===== src/shared/srcr_pkg.sv =====
// Shared types and constants for the safety response configuration registers.
package srcr_pkg;

  // Operating state of the device, reported by the central state machine.
  typedef enum logic [2:0] {
    ST_OFF,
    ST_RESET,
    ST_DIAGNOSTIC,
    ST_ACTIVE,
    ST_SAFE
  } srcr_dev_state_e;

  // Register select codes carried by the read and write commands.
  localparam logic [1:0] IDX_MONITOR_RESPONSE_CONFIG = 2'h0;
  localparam logic [1:0] IDX_ERROR_MONITOR_THRESHOLDS = 2'h1;
  localparam logic [1:0] IDX_WATCHDOG_FAIL_THRESHOLDS = 2'h2;
  localparam logic [1:0] IDX_REGULATOR_FAULT_RESPONSE = 2'h3;

  // Values after reset.
  localparam logic [7:0] MRC_RESET = 8'h02;
  localparam logic [7:0] EMT_RESET = 8'hF8;
  localparam logic [7:0] WFT_RESET = 8'hF5;
  localparam logic [7:0] RFR_RESET = 8'h3B;

  // Writable bits; all others are reserved and read as zero.
  localparam logic [7:0] MRC_WMASK = 8'h5F;
  localparam logic [7:0] RFR_WMASK = 8'h3B;
  // Bits of monitor_response_config reloaded on entry to RESET.
  localparam logic [7:0] MRC_RELOAD_MASK = 8'h0F;

  // Field positions in monitor_response_config.
  localparam int MRC_SPREAD_SPECTRUM = 6;
  localparam int MRC_FRAME_CHECK = 4;
  localparam int MRC_WD_SCHEME = 3;
  localparam int MRC_ESM_STYLE = 2;
  localparam int MRC_WD_RESET_SEL = 1;
  localparam int MRC_ESM_RESET_SEL = 0;

  // Threshold nibbles: reset threshold high, warning threshold low.
  localparam int TH_RESET_LSB = 4;
  localparam int TH_WARN_LSB = 0;

  // Comparator slots in the threshold bank.
  localparam int CMP_ESM_WARN = 0;
  localparam int CMP_ESM_RESET = 1;
  localparam int CMP_WD_WARN = 2;
  localparam int CMP_WD_RESET = 3;
  localparam int CMP_COUNT = 4;

  // Regulator fault event order: short, overvoltage, sink overcurrent, ground, temperature.
  localparam int FAULT_COUNT = 5;

  typedef struct packed {
    logic reached;
  } srcr_cmp_s;

  typedef struct packed {
    logic [7:0] monitor_response_config;
    logic [7:0] error_monitor_thresholds;
    logic [7:0] watchdog_fail_thresholds;
    logic [7:0] regulator_fault_response;
    srcr_dev_state_e prev_state;
    logic [7:0] rdata;
    logic wr_refused;
    logic wd_goto_reset;
    logic wd_goto_safe;
    logic watchdog_reset_fail_flag;
    logic watchdog_drive_fail_flag;
    logic enable_drive_irq_pin;
    logic esm_goto_reset;
    logic esm_goto_safe;
    logic reg_goto_off;
    logic reg_goto_safe;
  } srcr_main_s;

endpackage


===== src/logic/srcr_threshold_cmp.sv =====
// Registered compare of a four-bit failure counter against a threshold.
`timescale 1ns/100ps
`default_nettype none
module srcr_threshold_cmp
  import srcr_pkg::*;
(
  input wire logic clock_i,
  input wire logic rst_i,
  input wire logic [3:0] count_i,
  input wire logic [3:0] threshold_i,
  output logic reached_o
);

  srcr_cmp_s q;
  srcr_cmp_s d;

  // A counter jumping past the threshold still counts as having reached it.
  always_comb begin
    d = q;
    d.reached = (count_i >= threshold_i);
  end

  always_ff @(posedge clock_i or posedge rst_i) begin
    if (rst_i) begin
      q <= '0;
    end else begin
      q <= d;
    end
  end

  assign reached_o = q.reached;

endmodule
`default_nettype wire


===== src/logic/srcr_regs.sv =====
// Safety response configuration registers and the responses they select.
`timescale 1ns/100ps
`default_nettype none
//
// Contract
// Frame check bit enables SPI frame checksum.
// Scheme bit: four answers or one open-window answer.
// RESET entry reloads scheme, style, both selects.
// Style bit: low-level monitor or PWM monitor.
// Watchdog reset threshold: RESET if selected, else SAFE.
// SAFE masks watchdog reset select, value kept.
// Error monitor threshold: RESET if selected, else SAFE.
// Writes only in DIAGNOSTIC with lock clear.
// Thresholds reload on RESET; watchdog's on scheme change.
// Error reset threshold upper nibble, default 1111b.
// Error warning threshold lower nibble, ACTIVE to SAFE.
// Watchdog reset threshold sets reset-fail flag.
// Watchdog warning sets drive-fail flag, drives pin low.
// Regulator faults: OFF if selected, else SAFE.
// Reserved bits read zero, writes ignored.
module srcr_regs
  import srcr_pkg::*;
(
  input wire logic clock_i,
  input wire logic rst_i,
  input wire srcr_dev_state_e dev_state_i,
  input wire logic config_lock_i,
  input wire logic reg_wr_i,
  input wire logic reg_rd_i,
  input wire logic [1:0] reg_sel_i,
  input wire logic [7:0] reg_wdata_i,
  input wire logic [3:0] watchdog_failure_counter_i,
  input wire logic [3:0] error_monitor_failure_counter_i,
  input wire logic [FAULT_COUNT-1:0] regulator_fault_i,
  output logic [7:0] reg_rdata_o,
  output logic reg_wr_refused_o,
  output logic frame_check_en_o,
  output logic spread_spectrum_en_o,
  output logic watchdog_answer_scheme_o,
  output logic error_pin_monitor_style_o,
  output logic watchdog_fail_reset_select_o,
  output logic error_monitor_reset_select_o,
  output logic wd_goto_reset_o,
  output logic wd_goto_safe_o,
  output logic watchdog_reset_fail_flag_o,
  output logic watchdog_drive_fail_flag_o,
  output logic enable_drive_irq_pin_o,
  output logic esm_goto_reset_o,
  output logic esm_goto_safe_o,
  output logic reg_goto_off_o,
  output logic reg_goto_safe_o
);

  srcr_main_s q;
  srcr_main_s d;
  logic [CMP_COUNT-1:0] reached;
  logic [CMP_COUNT-1:0][3:0] cmp_count;
  logic [CMP_COUNT-1:0][3:0] cmp_threshold;
  logic reset_entry;
  logic wr_ok;
  logic wd_sel_eff;
  logic diag_or_active;
  logic [FAULT_COUNT-1:0] off_select;

  function automatic logic [7:0] reg_value(input srcr_main_s s, input logic [1:0] sel);
    logic [7:0] v;
    v = 8'h00;
    unique case (sel)
      IDX_MONITOR_RESPONSE_CONFIG: v = s.monitor_response_config & MRC_WMASK;
      IDX_ERROR_MONITOR_THRESHOLDS: v = s.error_monitor_thresholds;
      IDX_WATCHDOG_FAIL_THRESHOLDS: v = s.watchdog_fail_thresholds;
      IDX_REGULATOR_FAULT_RESPONSE: v = s.regulator_fault_response & RFR_WMASK;
    endcase
    return v;
  endfunction

  assign cmp_count[CMP_ESM_WARN] = error_monitor_failure_counter_i;
  assign cmp_count[CMP_ESM_RESET] = error_monitor_failure_counter_i;
  assign cmp_count[CMP_WD_WARN] = watchdog_failure_counter_i;
  assign cmp_count[CMP_WD_RESET] = watchdog_failure_counter_i;
  assign cmp_threshold[CMP_ESM_WARN] = q.error_monitor_thresholds[TH_WARN_LSB +: 4];
  assign cmp_threshold[CMP_ESM_RESET] = q.error_monitor_thresholds[TH_RESET_LSB +: 4];
  assign cmp_threshold[CMP_WD_WARN] = q.watchdog_fail_thresholds[TH_WARN_LSB +: 4];
  assign cmp_threshold[CMP_WD_RESET] = q.watchdog_fail_thresholds[TH_RESET_LSB +: 4];

  genvar gi;
  generate
    for (gi = 0; gi < CMP_COUNT; gi++) begin : g_cmp
      srcr_threshold_cmp u_cmp (
        .clock_i(clock_i),
        .rst_i(rst_i),
        .count_i(cmp_count[gi]),
        .threshold_i(cmp_threshold[gi]),
        .reached_o(reached[gi])
      );
    end
  endgenerate

  assign reset_entry = (dev_state_i == ST_RESET) && (q.prev_state != ST_RESET);
  assign wr_ok = (dev_state_i == ST_DIAGNOSTIC) && !config_lock_i;
  assign diag_or_active = (dev_state_i == ST_DIAGNOSTIC) || (dev_state_i == ST_ACTIVE);
  // The stored select survives SAFE so that it is in force again on leaving SAFE.
  assign wd_sel_eff = q.monitor_response_config[MRC_WD_RESET_SEL]
                      && (dev_state_i != ST_SAFE);
  // Bit 2 of the register is reserved, so the five selects are not contiguous.
  assign off_select = {q.regulator_fault_response[5:3], q.regulator_fault_response[1:0]};

  always_comb begin
    d = q;
    d.prev_state = dev_state_i;
    d.wr_refused = reg_wr_i && !wr_ok;
    d.rdata = reg_rd_i ? reg_value(q, reg_sel_i) : q.rdata;
    if (reg_wr_i && wr_ok) begin
      unique case (reg_sel_i)
        IDX_MONITOR_RESPONSE_CONFIG: begin
          d.monitor_response_config = reg_wdata_i & MRC_WMASK;
          if (reg_wdata_i[MRC_WD_SCHEME] != q.monitor_response_config[MRC_WD_SCHEME]) begin
            d.watchdog_fail_thresholds = WFT_RESET;
          end
        end
        IDX_ERROR_MONITOR_THRESHOLDS: d.error_monitor_thresholds = reg_wdata_i;
        IDX_WATCHDOG_FAIL_THRESHOLDS: d.watchdog_fail_thresholds = reg_wdata_i;
        IDX_REGULATOR_FAULT_RESPONSE: d.regulator_fault_response = reg_wdata_i & RFR_WMASK;
      endcase
    end
    if (reset_entry) begin
      d.monitor_response_config = (q.monitor_response_config & ~MRC_RELOAD_MASK)
                                  | (MRC_RESET & MRC_RELOAD_MASK);
      d.error_monitor_thresholds = EMT_RESET;
      d.watchdog_fail_thresholds = WFT_RESET;
    end
    // Watchdog reset threshold routes only from DIAGNOSTIC or ACTIVE.
    d.wd_goto_reset = reached[CMP_WD_RESET] && diag_or_active && wd_sel_eff;
    d.wd_goto_safe = reached[CMP_WD_RESET] && diag_or_active && !wd_sel_eff;
    d.esm_goto_reset = reached[CMP_ESM_RESET] && (diag_or_active || dev_state_i == ST_SAFE)
                       && q.monitor_response_config[MRC_ESM_RESET_SEL];
    d.esm_goto_safe = (reached[CMP_ESM_RESET] && diag_or_active
                       && !q.monitor_response_config[MRC_ESM_RESET_SEL])
                      || (reached[CMP_ESM_WARN] && dev_state_i == ST_ACTIVE);
    // Flags are sticky until the next RESET entry; a set in that cycle still wins.
    if (reset_entry) begin
      d.watchdog_reset_fail_flag = 1'b0;
      d.watchdog_drive_fail_flag = 1'b0;
    end
    if (reached[CMP_WD_RESET]) begin
      d.watchdog_reset_fail_flag = 1'b1;
    end
    if (reached[CMP_WD_WARN]) begin
      d.watchdog_drive_fail_flag = 1'b1;
    end
    d.enable_drive_irq_pin = !d.watchdog_drive_fail_flag;
    d.reg_goto_off = |(regulator_fault_i & off_select);
    d.reg_goto_safe = |(regulator_fault_i & ~off_select);
  end

  always_ff @(posedge clock_i or posedge rst_i) begin
    if (rst_i) begin
      q <= '0;
      q.monitor_response_config <= MRC_RESET;
      q.error_monitor_thresholds <= EMT_RESET;
      q.watchdog_fail_thresholds <= WFT_RESET;
      q.regulator_fault_response <= RFR_RESET;
      q.prev_state <= ST_OFF;
      q.enable_drive_irq_pin <= 1'b1;
    end else begin
      q <= d;
    end
  end

  assign reg_rdata_o = q.rdata;
  assign reg_wr_refused_o = q.wr_refused;
  assign frame_check_en_o = q.monitor_response_config[MRC_FRAME_CHECK];
  assign spread_spectrum_en_o = q.monitor_response_config[MRC_SPREAD_SPECTRUM];
  assign watchdog_answer_scheme_o = q.monitor_response_config[MRC_WD_SCHEME];
  assign error_pin_monitor_style_o = q.monitor_response_config[MRC_ESM_STYLE];
  assign watchdog_fail_reset_select_o = q.monitor_response_config[MRC_WD_RESET_SEL];
  assign error_monitor_reset_select_o = q.monitor_response_config[MRC_ESM_RESET_SEL];
  assign wd_goto_reset_o = q.wd_goto_reset;
  assign wd_goto_safe_o = q.wd_goto_safe;
  assign watchdog_reset_fail_flag_o = q.watchdog_reset_fail_flag;
  assign watchdog_drive_fail_flag_o = q.watchdog_drive_fail_flag;
  assign enable_drive_irq_pin_o = q.enable_drive_irq_pin;
  assign esm_goto_reset_o = q.esm_goto_reset;
  assign esm_goto_safe_o = q.esm_goto_safe;
  assign reg_goto_off_o = q.reg_goto_off;
  assign reg_goto_safe_o = q.reg_goto_safe;
endmodule
`default_nettype wire


===== config.mk =====
export PLATFORM = sky130hd
export DESIGN_NAME = srcr_regs
export DESIGN_NICKNAME = d
export VERILOG_FILES = /design/src/shared/srcr_pkg.sv /design/src/logic/srcr_threshold_cmp.sv /design/src/logic/srcr_regs.sv
export SDC_FILE = /design/constraint.sdc
export NUM_CORES = 1
export LEC_CHECK = 0
export ABC_CLOCK_PERIOD_IN_PS = 2100
export BUFFER_PORTS_ARGS = -buffer_cell sky130_fd_sc_hd__buf_2
export CAP_MARGIN = 20
export CORE_UTILIZATION = 54
export CTS_BUF_LIST = sky130_fd_sc_hd__clkbuf_16
export DETAILED_ROUTE_END_ITERATION = 8
export PLACE_DENSITY = 0.79
export REMOVE_ABC_BUFFERS = 1
export SLEW_MARGIN = 10
export SYNTH_ARGS = -nofsm -noshare
export SYNTH_HDL_FRONTEND = slang
export SYNTH_SLANG_ARGS = --single-unit
export TNS_END_PERCENT = 20

===== constraint.sdc =====
create_clock -name clock_i -period 2.1 [get_ports clock_i]
set_input_delay 0.315 -clock clock_i [delete_from_list [all_inputs] [get_ports clock_i]]
set_output_delay 0.315 -clock clock_i [all_outputs]
set_load 0.005 [all_outputs]

==> flow_summary.rst, run 1 <==
.. list-table::
   :header-rows: 1

   * - Metric
     - Value
   * - Status
     - finished clean
   * - Clock sink total
     - 52
   * - Max-slew violation total from the final report
     - 0
   * - Worst setup SP type
     - flip-flop
   * - Post-route fraction of the period consumed by the critical path
     - 0.7525
   * - Total of buffers placed on input and output ports
     - 54
   * - Setup repair after global routing missed its margin
     - false
   * - Clock skew after layout
     - 7.458 ps
   * - Post-Layout Inst Area
     - 0.003040 mm^2
   * - Maximum buffer depth of the clock tree
     - 2
   * - Cells after synthesis
     - 234
   * - Worst Tran Pin Value
     - 312.5 ps
   * - Number of search-and-repair iterations in the first detailed-routing pass
     - 4
   * - Most Crowded Layer GR
     - met2
   * - Layout cells sized above 1
     - 0.3614
   * - Relative area change from synthesis to final layout
     - 16.77%
   * - Number of cell rows
     - 24
   * - Dpl cell area
     - 0.002889 mm^2
   * - Switching share of total power
     - 0.2490
   * - Number of diodes added for antenna fixing
     - 0
   * - Met3 track utilization from global routing
     - 0.05063
   * - Effective utilization at floorplan
     - 0.5781
   * - Maximum Capacitance Violations
     - 0
   * - Synthesized area per cell
     - 11.13 um^2
   * - Count of nets left with antenna violations after detail routing
     - 0
   * - Max Clock Freq
     - 632.8 MHz
   * - Final Hold Viols
     - 0
   * - Headroom to the max-slew limit
     - 0.7917
   * - Core box area
     - 0.004504 mm^2
   * - Later-pin clock latency in the skew report
     - 290 ps
   * - R2R Path Start
     - q[19]$_DFF_PP0_
   * - Fill count
     - 356
   * - Flop and latch count out of synthesis
     - 52
   * - Startpoint of the most critical setup path
     - q[19]$_DFF_PP0_
   * - HP Class
     - in -> async
   * - Utilization after layout
     - 0.6750
   * - Via/cell ratio
     - 5.635
   * - M2 GR Usage
     - 0.3788
   * - Reg2reg path depth
     - 4
   * - Violation count after the first detailed-routing iteration
     - 105
   * - Clock tree from TritonCTS
     - done
   * - Critical path type
     - reg -> reg
   * - Switching power summed over all nets
     - 561.2 uW
   * - Horiz. Die Dim
     - 71.44 um
   * - Placer congestion estimate
     - 0.8965
   * - Die Outline Area
     - 0.005104 mm^2
   * - I/O Pins
     - 55
   * - Min Clock Period, post-route
     - 1580 ps
   * - Sequential-to-total area share from yosys stat
     - 0.5084
   * - Power density relative to cell area
     - 741.2 mW/mm^2
   * - Worst Setup EP
     - cmp_threshold[12]$_DFFE_PP1P_
   * - Vias
     - 1899
   * - Combinational fraction of design power
     - 0.133
   * - Detailed-placement wirelength estimate
     - 4.098 mm
   * - Portion of total power attributed to the clock network
     - 0.359
   * - Overall track demand over capacity in global routing
     - 0.2323
   * - Mean routed wirelength per cell
     - 15.79 um
   * - Hold buffer count at cts
     - 0
   * - Total negative setup slack
     - 0 ps
   * - Die H
     - 71.44 um
   * - Wire length of the first global-routing pass
     - 8.825 mm
   * - Internal power of the cells
     - 1.692 mW
   * - Number of distinct library cells after synthesis
     - 37
   * - Pin count of the biggest net entering global routing
     - 53
   * - Vias in the first global route
     - 1858
   * - Number of buffers created by CTS
     - 5
   * - Met1 demand-to-capacity share in global routing
     - 0.3023
   * - Clk Tree Root Cell
     - clkbuf_16
   * - Net total in the final layout
     - 331
   * - Final routed wirelength across all metal layers
     - 5.320 mm
   * - Sequential Power Share
     - 0.508
   * - Worst R2R Setup Slack
     - 520 ps
   * - Arrival time of the worst setup path
     - 1790 ps
   * - Syn. warnings
     - 0
   * - Worst-path clk slew
     - 70 ps
   * - Post-synth design cell area
     - 0.002604 mm^2
   * - Setup crit end kind
     - flip-flop
   * - Max FO, Critical Path
     - 6
   * - Antenna violations before repair
     - 0
   * - Post-route DRC violation count
     - 0
   * - H-tree depth
     - 2
   * - Required arrival time at the worst endpoint
     - 2310 ps
   * - Worst reg2reg path endpoint
     - cmp_threshold[12]$_DFFE_PP1P_
   * - Setup-violating endpoint count in the final report
     - 0
   * - Total congestion overflow after global routing
     - 0
   * - Pleak
     - 1.587 nW
   * - Number of gates resized after cts
     - 0
   * - Post-CTS Setup Bufs
     - 0
   * - Worst vdd ir
     - 0.4101 mV
routing by layer:
metal,wire length [um],up-vias
li1,-,913
met1,2324,902
met2,2568,72
met3,293,12
met4,134,0
met5,0,-
worst min path at each step:
| stage | end | cells after the start |
|---|---|---|
| after floorplan | q[18]$_DFF_PP0_ | 0 |
| after global placement | reg_goto_safe_o$_DFF_PP0_ | 3 |
| after detailed placement | reg_goto_safe_o$_DFF_PP0_ | 3 |
| after CTS | reg_rdata_o[1]$_DFFE_PP0P_ | 3 |
| after global routing | cmp_threshold[9]$_DFFE_PP0P_ | 3 |
| final | cmp_threshold[9]$_DFFE_PP0P_ | 3 |
critical path, cell delays in order (launching register included):
cell,delay [ps]
dfrtp_1,350
or3b_2,490
and3_1,290
nor4_1,300
a21oi_1,80
placed cells by master, fill, tap and decap left out, drive strengths merged:
cell type | synthesis | layout
mux2 | 10 | 10
o21ai | 8 | 8
dfrtp | 34 | 34
and2b | 1 | 1
nor4 | 1 | 1
or3b | 1 | 1
and4b | 1 | 1
and3 | 3 | 3
nand4 | 2 | 2
a31oi | 4 | 4
a222oi | 2 | 2
a22oi | 4 | 4
nand2 | 13 | 13
a21boi | 5 | 5
nor4b | 1 | 1
a22o | 3 | 3
nand2b | 1 | 1
xor2 | 1 | 1
inv | 28 | 29
clkinv | 0 | 2
o221ai | 3 | 3
a21o | 2 | 2
dfstp | 18 | 18
mux4 | 4 | 4
nor3 | 5 | 5
nand3 | 6 | 6
ha | 16 | 16
nor2 | 18 | 18
o2111ai | 1 | 1
nor2b | 3 | 3
clkbuf | 2 | 5
buf | 13 | 58
o21a | 2 | 2
a21oi | 9 | 9
mux2i | 9 | 9
Yosys cell counts:
master / count / share of area
o21ai_0: 8 / 0.015
buf_4: 8 / 0.023
mux4_2: 4 / 0.035
nor2_1: 17 / 0.025
mux2_2: 10 / 0.043
inv_1: 28 / 0.040
a22o_1: 3 / 0.010
nand4_1: 2 / 0.0048
nor4_1: 1 / 0.0024
mux2i_1: 9 / 0.035
nand2b_1: 1 / 0.0024
o221ai_1: 3 / 0.010
dfrtp_1: 34 / 0.33
dfstp_2: 18 / 0.18
o21a_1: 2 / 0.0058
a31oi_1: 4 / 0.0096
a21boi_0: 5 / 0.014
o2111ai_1: 1 / 0.0034
and3_1: 3 / 0.0072
nor2b_1: 3 / 0.0072
nand3_2: 1 / 0.0038
nand2_1: 13 / 0.019
nand3_1: 5 / 0.0096
xor2_1: 1 / 0.0034
nor3_1: 5 / 0.0096
nor2_2: 1 / 0.0024
clkbuf_1: 2 / 0.0029
a22oi_1: 4 / 0.012
a222oi_1: 2 / 0.0077
a21oi_1: 9 / 0.017
and2b_1: 1 / 0.0029
ha_1: 16 / 0.077
a21o_1: 2 / 0.0058
buf_2: 5 / 0.0096
or3b_2: 1 / 0.0034
nor4b_4: 1 / 0.0091
and4b_1: 1 / 0.0038
kinds of logic after synthesis:
family	count (synthesis)	share of synthesized area
AOI/OAI and AO/OA	43	0.1110
xor gates and xnor gates	1	0.003364
adders and majority gates	16	0.07689
buffers and inverters	43	0.07593
DFF	52	0.5084
muxes	23	0.1124
and+or+nand+nor	56	0.1120
layout make-up:
| type | instances | area, um^2 | area share |
|---|---|---|---|
| clock buffers | 5 | 125.1 | 0.04115 |
| clock inverters | 3 | 26.28 | 0.008642 |
| inverters | 28 | 105.1 | 0.03457 |
| multi-input cells | 139 | 1082 | 0.3560 |
| flip-flops and latches | 52 | 1324 | 0.4354 |
| well taps | 52 | 65.06 | 0.02140 |
| repair buffers | 58 | 312.8 | 0.1029 |
registers in the layout (all words and copies together), names as in the netlist, 3 cells and up:
signal	flops
q	3
reg_rdata_o	8
g_cmp.u_cmp.reached_o	4
cmp_threshold	16
off_select	5
metrics by stage:
step / hold slack (ps) / power [mW] / worst slack, ps / std cells
5_1_grt: 84.79 / 2.362 / 397.2 / 337
4_1_cts: 70.09 / 2.277 / 522.7 / 337
3_3_place_gp: 374.4 / 1.453 / 438.0 / 329
2_1_floorplan: 346.4 / 1.309 / 523.7 / 219
6_report: 62.43 / 2.254 / 519.7 / 337
3_5_place_dp: 378.2 / 1.464 / 404.8 / 329
power groups by stage:
stage | Clock (mW) | Combinational, mW | Sequential [mW]
3_3_place_gp | 0 | 0.292 | 1.16
4_1_cts | 0.829 | 0.304 | 1.14
2_1_floorplan | 0 | 0.155 | 1.15
6_report | 0.810 | 0.299 | 1.14
3_5_place_dp | 0 | 0.302 | 1.16
5_1_grt | 0.869 | 0.340 | 1.15
(Power assumes the default switching activity.)
==> inputs of run 2 (changes only) <==
--- a/config.mk
+++ b/config.mk
@@ -5,7 +5,7 @@
 export SDC_FILE = /design/constraint.sdc
 export NUM_CORES = 1
 export LEC_CHECK = 0
-export ABC_CLOCK_PERIOD_IN_PS = 2100
+export ABC_CLOCK_PERIOD_IN_PS = 1600
 export BUFFER_PORTS_ARGS = -buffer_cell sky130_fd_sc_hd__buf_2
 export CAP_MARGIN = 20
 export CORE_UTILIZATION = 54
==> constraint.sdc (replaced) <==
create_clock -name clock_i -period 1.6 [get_ports clock_i]
set_input_delay 0.24 -clock clock_i [delete_from_list [all_inputs] [get_ports clock_i]]
set_output_delay 0.24 -clock clock_i [all_outputs]
set_load 0.005 [all_outputs]
==> run 2 against run 1 <==
Compared with the run above:
- the run now ends with negative hold slack left
- non-clock buffer count increased by 7
- sequential share of layout area decreased by 0.77 points
- wire length grew 6.8%
- setup slack worse by 500 ps
- combinational power up 37%
- power is 29% higher
- clock skew down 4.1 ps
- largest cell class unchanged
==> flow_summary.rst, run 2 (synthesized netlist as in run 1, its figures left out) <==
.. list-table::
   :header-rows: 1

   * - Metric
     - Value
   * - Status
     - finished, violations left (was finished clean)
   * - Violations in the final reports
     - negative hold slack
   * - Max-slew violation total from the final report
     - 0 (unchanged)
   * - Maximum Capacitance Violations
     - 0 (unchanged)
   * - HP Class
     - in -> async (unchanged)
   * - Worst-path clk slew
     - 60 ps (was 70 ps)
   * - Most used cells in the layout excluding fill and tap cells
     - 54 x buf_2, 34 x dfrtp_1, 28 x inv_1, 18 x dfstp_2, 17 x nor2_1 (was 54 x buf_2, 34 x dfrtp_1, 27 x inv_1, 18 x dfstp_2, 17 x nor2_1)
   * - Worst Tran Pin Value
     - 331.7 ps (was 312.5 ps)
   * - Wire length of the first global-routing pass
     - 9.397 mm (was 8.825 mm)
   * - Portion of total power attributed to the clock network
     - 0.341 (was 0.359)
   * - Post-route fraction of the period consumed by the critical path
     - 0.9888 (was 0.7525)
   * - Pin count of the biggest net entering global routing
     - 53 (unchanged)
   * - Number of search-and-repair iterations in the first detailed-routing pass
     - 4 (unchanged)
   * - Die Outline Area
     - 0.005104 mm^2 (unchanged)
   * - Arrival time of the worst setup path
     - 1790 ps (about the same)
   * - Layout cells sized above 1
     - 0.3664 (was 0.3614)
   * - Worst-case setup margin in the final layout
     - 17.96 ps (was 519.7 ps)
   * - Combinational fraction of design power
     - 0.141 (was 0.133)
   * - Required arrival time at the worst endpoint
     - 1810 ps (was 2310 ps)
   * - Final Hold Viols
     - 20 (was 0)
   * - Headroom to the max-slew limit
     - 0.7789 (was 0.7917)
   * - Post-Layout Inst Area
     - 0.003095 mm^2 (was 0.003040 mm^2)
   * - Maximum buffer depth of the clock tree
     - 2 (unchanged)
   * - Utilization after layout
     - 0.6872 (was 0.6750)
   * - I/O Pins
     - 55 (unchanged)
   * - Dpl cell area
     - 0.002954 mm^2 (was 0.002889 mm^2)
   * - Number of cell rows
     - 24 (unchanged)
   * - Switching power summed over all nets
     - 698.2 uW (was 561.2 uW)
   * - Power density relative to cell area
     - 938.5 mW/mm^2 (was 741.2 mW/mm^2)
   * - Violation count after the first detailed-routing iteration
     - 164 (was 105)
   * - Final routed wirelength across all metal layers
     - 5.681 mm (was 5.320 mm)
   * - Post-route DRC violation count
     - 0 (unchanged)
   * - Via/cell ratio
     - 5.669 (was 5.635)
   * - Max FFs per register
     - 16 (unchanged)
   * - Most frequent standard cell in the layout excluding fill and tap cells
     - buf_2 (unchanged)
   * - Internal power of the cells
     - 2.207 mW (was 1.692 mW)
   * - Number of buffers created by CTS
     - 5 (unchanged)
   * - Total congestion overflow after global routing
     - 0 (unchanged)
   * - Clock skew after layout
     - 3.396 ps (was 7.458 ps)
   * - Number of diodes added for antenna fixing
     - 0 (unchanged)
   * - Setup-violating endpoint count in the final report
     - 0 (unchanged)
   * - Max FO, Critical Path
     - 5 (was 6)
   * - Overall track demand over capacity in global routing
     - 0.2457 (was 0.2323)
   * - Die H
     - 71.44 um (unchanged)
   * - Min Clock Period, post-route
     - 1582 ps (was 1580 ps)
   * - Switching share of total power
     - 0.2403 (was 0.2490)
   * - Core box area
     - 0.004504 mm^2 (unchanged)
   * - Total Power Consumption
     - 2.905 mW (was 2.254 mW)
   * - R2R Path Start
     - q[19]$_DFF_PP0_ (unchanged)
   * - Antenna violations before repair
     - 0 (unchanged)
   * - Worst vdd ir
     - 0.4547 mV (was 0.4101 mV)
   * - H-tree depth
     - 2 (unchanged)
   * - Pleak
     - 1.626 nW (was 1.587 nW)
   * - Setup crit end kind
     - flip-flop (unchanged)
   * - Vias
     - 1950 (was 1899)
   * - Effective utilization at floorplan
     - 0.5781 (unchanged)
   * - Setup repair after global routing missed its margin
     - false (unchanged)
   * - Total negative setup slack
     - 0 ps (unchanged)
   * - Minimum setup slack after placement
     - 29.13 ps (was 404.8 ps)
   * - Placer congestion estimate
     - 0.8153 (was 0.8965)
   * - Clk Tree Root Cell
     - clkbuf_16 (unchanged)
   * - Clock tree from TritonCTS
     - done (unchanged)
   * - Worst setup SP type
     - flip-flop (unchanged)
   * - Sequential Power Share
     - 0.517 (was 0.508)
   * - Worst hold slack after final layout
     - -15.38 ps (was 62.43 ps)
   * - Horiz. Die Dim
     - 71.44 um (unchanged)
   * - Clock sink total
     - 52 (unchanged)
   * - Count of nets left with antenna violations after detail routing
     - 0 (unchanged)
   * - Relative area change from synthesis to final layout
     - 18.89% (was 16.77%)
   * - Detailed-placement wirelength estimate
     - 4.316 mm (was 4.098 mm)
   * - Critical path type
     - reg -> reg (unchanged)
   * - Startpoint of the most critical setup path
     - q[19]$_DFF_PP0_ (unchanged)
   * - Max Clock Freq
     - 632.1 MHz (was 632.8 MHz)
   * - Net total in the final layout
     - 338 (was 331)
   * - Later-pin clock latency in the skew report
     - 280 ps (was 290 ps)
   * - Mean routed wirelength per cell
     - 16.51 um (was 15.79 um)
   * - Total of buffers placed on input and output ports
     - 54 (unchanged)
   * - Vias in the first global route
     - 1943 (was 1858)
==> run 2: changes by cell type in the layout (fill, tap and decap cells not counted) <==
cell,change
buf_12,+1
clkinv_4,-2
inv_1,+1
clkinv_1,+2
inv_6,-1
nor2_4,+1
nor2_2,-1
buf_4,+6
==> run 2: area by class of cell <==
cell class | count | area (um^2)
inverters | 28 | 105.1
multi-input cells | 139 | 1087
clock buffers | 5 | 125.1
fillers | 337 | 1409
clock inverters | 3 | 11.26
well taps | 52 | 65.06
flip-flops and latches | 52 | 1324
repair buffers | 65 | 377.9
==> run 2: through the flow <==
stage                     cells  hold slack (ps)
after floorplan             219            271.4
after global placement      336            301.4
after detailed placement    336            303.5
after CTS                   344            1.727
after global routing        344            14.86
final                       344           -15.38
==> run 2: worst paths after layout <==
kind                                                        end  slack [ps]  cells past startpoint
setup reg to reg                  cmp_threshold[12]$_DFFE_PP1P_          20                      4
min in group clock_i                            q[19]$_DFF_PP0_         140                      1
max in group asynchronous          cmp_threshold[6]$_DFFE_PP1P_        1310                      3
hold / removal                       reg_rdata_o[3]$_DFFE_PP0P_         -20                      3
hold reg to reg            watchdog_drive_fail_flag_o$_DFF_PP0_         460                      1
setup / recovery                  cmp_threshold[12]$_DFFE_PP1P_          20                      4
==> run 2: what timing repair did <==
item,4_1_cts,5_1_grt
buffers inserted,0,0
setup endpoints to repair,0,1
hold buffers,0,0
gates resized for setup,0,1
==> run 2: critical path: stages, from the launching register on <==
cell and delay, ps:
dfrtp_1 350, or3b_2 490, and3_1 280, nor4_1 300
a21oi_1 80
==> run 2: power by group through the flow <==
stage	Sequential [mW]	Clock, mW	Combinational, mW
after floorplan	1.51	0	0.204
after global placement	1.52	0	0.397
after detailed placement	1.52	0	0.412
after CTS	1.50	1.01	0.414
after global routing	1.51	1.07	0.461
final	1.50	0.992	0.411
==> run 2: routing by layer <==
layer,track usage,routed length (um),vias up
met3,0.04079,191,9
met5,0,0,-
met2,0.4265,2787,47
li1,-,-,930
met4,0.08444,98,0
met1,0.3133,2603,964
==> inputs of run 3 (changes only) <==
--- a/config.mk
+++ b/config.mk
@@ -5,13 +5,12 @@
 export SDC_FILE = /design/constraint.sdc
 export NUM_CORES = 1
 export LEC_CHECK = 0
-export ABC_CLOCK_PERIOD_IN_PS = 1600
 export BUFFER_PORTS_ARGS = -buffer_cell sky130_fd_sc_hd__buf_2
 export CAP_MARGIN = 20
-export CORE_UTILIZATION = 54
+export CORE_UTILIZATION = 50
 export CTS_BUF_LIST = sky130_fd_sc_hd__clkbuf_16
 export DETAILED_ROUTE_END_ITERATION = 8
-export PLACE_DENSITY = 0.79
+export PLACE_DENSITY = 0.74
 export REMOVE_ABC_BUFFERS = 1
 export SLEW_MARGIN = 10
 export SYNTH_ARGS = -nofsm -noshare
==> run 3 against run 2 <==
Compared with the run above:
- the flow still finishes with violations (negative hold slack)
- first-iteration DRC count increased by 28%
- critical path type unchanged
- core utilization decreased by 4.3 points
- global-route usage down 1.3 points
- fmax grew 6.4%
==> flow_summary.rst, run 3 (synthesized netlist as in run 1, its figures left out) <==
.. list-table::
   :header-rows: 1

   * - Metric
     - Value
   * - Wire length of the first global-routing pass
     - 9.377 mm (was 9.397 mm)
   * - Total congestion overflow after global routing
     - 0 (unchanged)
   * - Fill count
     - 386 (was 337)
   * - Pin count of the biggest net entering global routing
     - 53 (unchanged)
   * - Count of nets left with antenna violations after detail routing
     - 0 (unchanged)
   * - Later-pin clock latency in the skew report
     - 290 ps (was 280 ps)
   * - Effective utilization at floorplan
     - 0.5336 (was 0.5781)
   * - Die H
     - 74.16 um (was 71.44 um)
   * - Max Clock Freq
     - 672.4 MHz (was 632.1 MHz)
   * - Headroom to the max-slew limit
     - 0.7769 (was 0.7789)
   * - Vias
     - 1939 (was 1950)
   * - Max-slew violation total from the final report
     - 0 (unchanged)
   * - Dpl cells
     - 350 (was 336)
   * - Clk Tree Root Cell
     - clkbuf_16 (unchanged)
   * - Post-Layout Inst Area
     - 0.003144 mm^2 (was 0.003095 mm^2)
   * - Worst vdd ir
     - 0.5932 mV (was 0.4547 mV)
   * - Hold buffer count at cts
     - 0 (unchanged)
   * - Number of cell rows
     - 25 (was 24)
   * - Net total in the final layout
     - 337 (was 338)
   * - Post-route DRC violation count
     - 0 (unchanged)
   * - Total negative setup slack
     - 0 ps (unchanged)
   * - Dpl cell area
     - 0.002965 mm^2 (was 0.002954 mm^2)
   * - R2R Path Start
     - q[19]$_DFF_PP0_ (unchanged)
   * - Required arrival time at the worst endpoint
     - 1830 ps (was 1810 ps)
   * - Vias in the first global route
     - 1934 (was 1943)
   * - Arrival time of the worst setup path
     - 1710 ps (was 1790 ps)
   * - Utilization after layout
     - 0.6444 (was 0.6872)
   * - Reg2reg path depth
     - 4 (unchanged)
   * - Total of buffers placed on input and output ports
     - 54 (unchanged)
   * - Most frequent standard cell in the layout excluding fill and tap cells
     - buf_2 (unchanged)
   * - Final Hold Viols
     - 24 (was 20)
   * - Critical path type
     - reg -> reg (unchanged)
   * - Setup repair after global routing missed its margin
     - false (unchanged)
   * - I/O Pins
     - 55 (unchanged)
   * - Horiz. Die Dim
     - 74.16 um (was 71.44 um)
   * - Power density relative to cell area
     - 985.8 mW/mm^2 (was 938.5 mW/mm^2)
   * - Antenna violations before repair
     - 0 (unchanged)
   * - Maximum buffer depth of the clock tree
     - 2 (unchanged)
   * - Worst reg2reg path endpoint
     - watchdog_answer_scheme_o$_DFFE_PP0P_ (was cmp_threshold[12]$_DFFE_PP1P_)
   * - Worst-path cell chain
     - or3b_2 > and3_4 > nor2_2 > a22o_1 (was or3b_2 > and3_1 > nor4_1 > a21oi_1)
   * - Final std cells w/o fill
     - 358 (was 344)
   * - Violations in the final reports
     - negative hold slack (unchanged)
   * - Number of search-and-repair iterations in the first detailed-routing pass
     - 4 (unchanged)
   * - Min Clock Period, post-route
     - 1487 ps (was 1582 ps)
   * - Max incr delay on CP
     - 490 ps (about the same)
   * - Number of buffer and inverter instances along the worst setup path
     - 0 (unchanged)
   * - Worst setup SP type
     - flip-flop (unchanged)
   * - Total Power Consumption
     - 3.100 mW (was 2.905 mW)
   * - Library cell contributing the largest single delay on the critical path
     - or3b_2 (unchanged)
   * - Overall track demand over capacity in global routing
     - 0.2322 (was 0.2457)
   * - Detailed-placement wirelength estimate
     - 4.257 mm (was 4.316 mm)
   * - Worst hold slack after final layout
     - -13.92 ps (was -15.38 ps)
   * - Status
     - finished, violations left (unchanged)
   * - Placer congestion estimate
     - 0.7999 (was 0.8153)
   * - Pleak
     - 1.628 nW (was 1.626 nW)
   * - Top Family by Delay on Critical Path
     - simple AND/OR/NAND/NOR gates (unchanged)
   * - Max FFs per register
     - 16 (unchanged)
   * - Mean routed wirelength per cell
     - 15.72 um (was 16.51 um)
   * - Clock tree from TritonCTS
     - done (unchanged)
   * - Setup crit end kind
     - flip-flop (unchanged)
   * - Number of gates resized after cts
     - 0 (unchanged)
   * - Maximum Capacitance Violations
     - 0 (unchanged)
   * - H-tree depth
     - 2 (unchanged)
   * - Number of buffers created by CTS
     - 5 (unchanged)
   * - Worst-path clk slew
     - 70 ps (was 60 ps)
   * - Die Outline Area
     - 0.005500 mm^2 (was 0.005104 mm^2)
   * - HP Class
     - in -> async (unchanged)
   * - Clock sink total
     - 52 (unchanged)
   * - Clock skew after layout
     - 5.092 ps (was 3.396 ps)
   * - Post-CTS Setup Bufs
     - 0 (unchanged)
   * - Final routed wirelength across all metal layers
     - 5.628 mm (was 5.681 mm)
   * - Post-route fraction of the period consumed by the critical path
     - 0.9295 (was 0.9888)
   * - Violation count after the first detailed-routing iteration
     - 210 (was 164)
   * - Worst R2R Setup Slack
     - 110 ps (was 20 ps)
   * - Layout cells sized above 1
     - 0.3814 (was 0.3664)
   * - Setup-violating endpoint count in the final report
     - 0 (unchanged)
   * - Worst Tran Pin Value
     - 334.6 ps (was 331.7 ps)
   * - Via/cell ratio
     - 5.416 (was 5.669)
   * - Most used cells in the layout excluding fill and tap cells
     - 54 x buf_2, 34 x dfrtp_1, 27 x inv_1, 18 x dfstp_2, 17 x nor2_1 (was 54 x buf_2, 34 x dfrtp_1, 28 x inv_1, 18 x dfstp_2, 17 x nor2_1)
   * - Number of diodes added for antenna fixing
     - 0 (unchanged)
   * - Max FO, Critical Path
     - 5 (unchanged)
   * - Core box area
     - 0.004880 mm^2 (was 0.004504 mm^2)
   * - Relative area change from synthesis to final layout
     - 20.76% (was 18.89%)
==> run 3: worst reg2reg max path, stage by stage (launching register included) <==
cell and delay (ps):
dfrtp_1 350, or3b_2 490, and3_4 220, nor2_2 200, a22o_1 160
==> run 3: final cells by class <==
type                            count  area [um^2]  area share
Sequential cell                    52         1324      0.4210
Multi-Input combinational cell    139         1094      0.3478
Timing Repair Buffer               64        370.4      0.1178
Inverter                           28        105.1     0.03343
Clock buffer                        5        125.1     0.03979
Tap cell                           67        83.83     0.02666
Clock inverter                      3        42.54     0.01353
==> run 3: routing by layer <==
layer / share of wire / wire (um) / GRT usage
met1: 0.44 / 2482 / 0.3050
met2: 0.50 / 2836 / 0.3869
met3: 0.041 / 231 / 0.04201
met4: 0.014 / 78 / 0.08333
met5: 0 / 0 / 0
==> run 3: power breakdown <==
part           switching [mW]  internal (mW)  total, mW  leakage [nW]
Sequential             0.0672           1.44       1.50         0.619
Combinational           0.204          0.206      0.410         0.929
Clock                   0.451          0.734       1.18        0.0798
Total                   0.722           2.38       3.10          1.63
==> run 3: worst max-delay path by stage <==
stage                                                      end  depth (start not counted)  slack, ps       startpoint
final                     watchdog_answer_scheme_o$_DFFE_PP0P_                          4        110  q[19]$_DFF_PP0_
after global routing             cmp_threshold[12]$_DFFE_PP1P_                          5         50  q[19]$_DFF_PP0_
after CTS                        cmp_threshold[12]$_DFFE_PP1P_                          4         30  q[19]$_DFF_PP0_
after detailed placement             off_select[0]$_DFFE_PP1P_                          5        -30   dev_state_i[0]
after global placement               off_select[2]$_DFFE_PP1P_                          5         20   dev_state_i[0]
after floorplan                  cmp_threshold[12]$_DFFE_PP1P_                          4        100   dev_state_i[0]
==> run 3: stage by stage <==
| step | setup slack [ps] | hold slack, ps |
|---|---|---|
| 2_1_floorplan | 98.73 | 271.4 |
| 4_1_cts | 26.00 | 1.155 |
| 3_3_place_gp | 18.40 | 302.6 |
| 3_5_place_dp | -33.47 | 303.7 |
| 5_1_grt | 54.85 | 2.894 |
| 6_report | 112.8 | -13.92 |
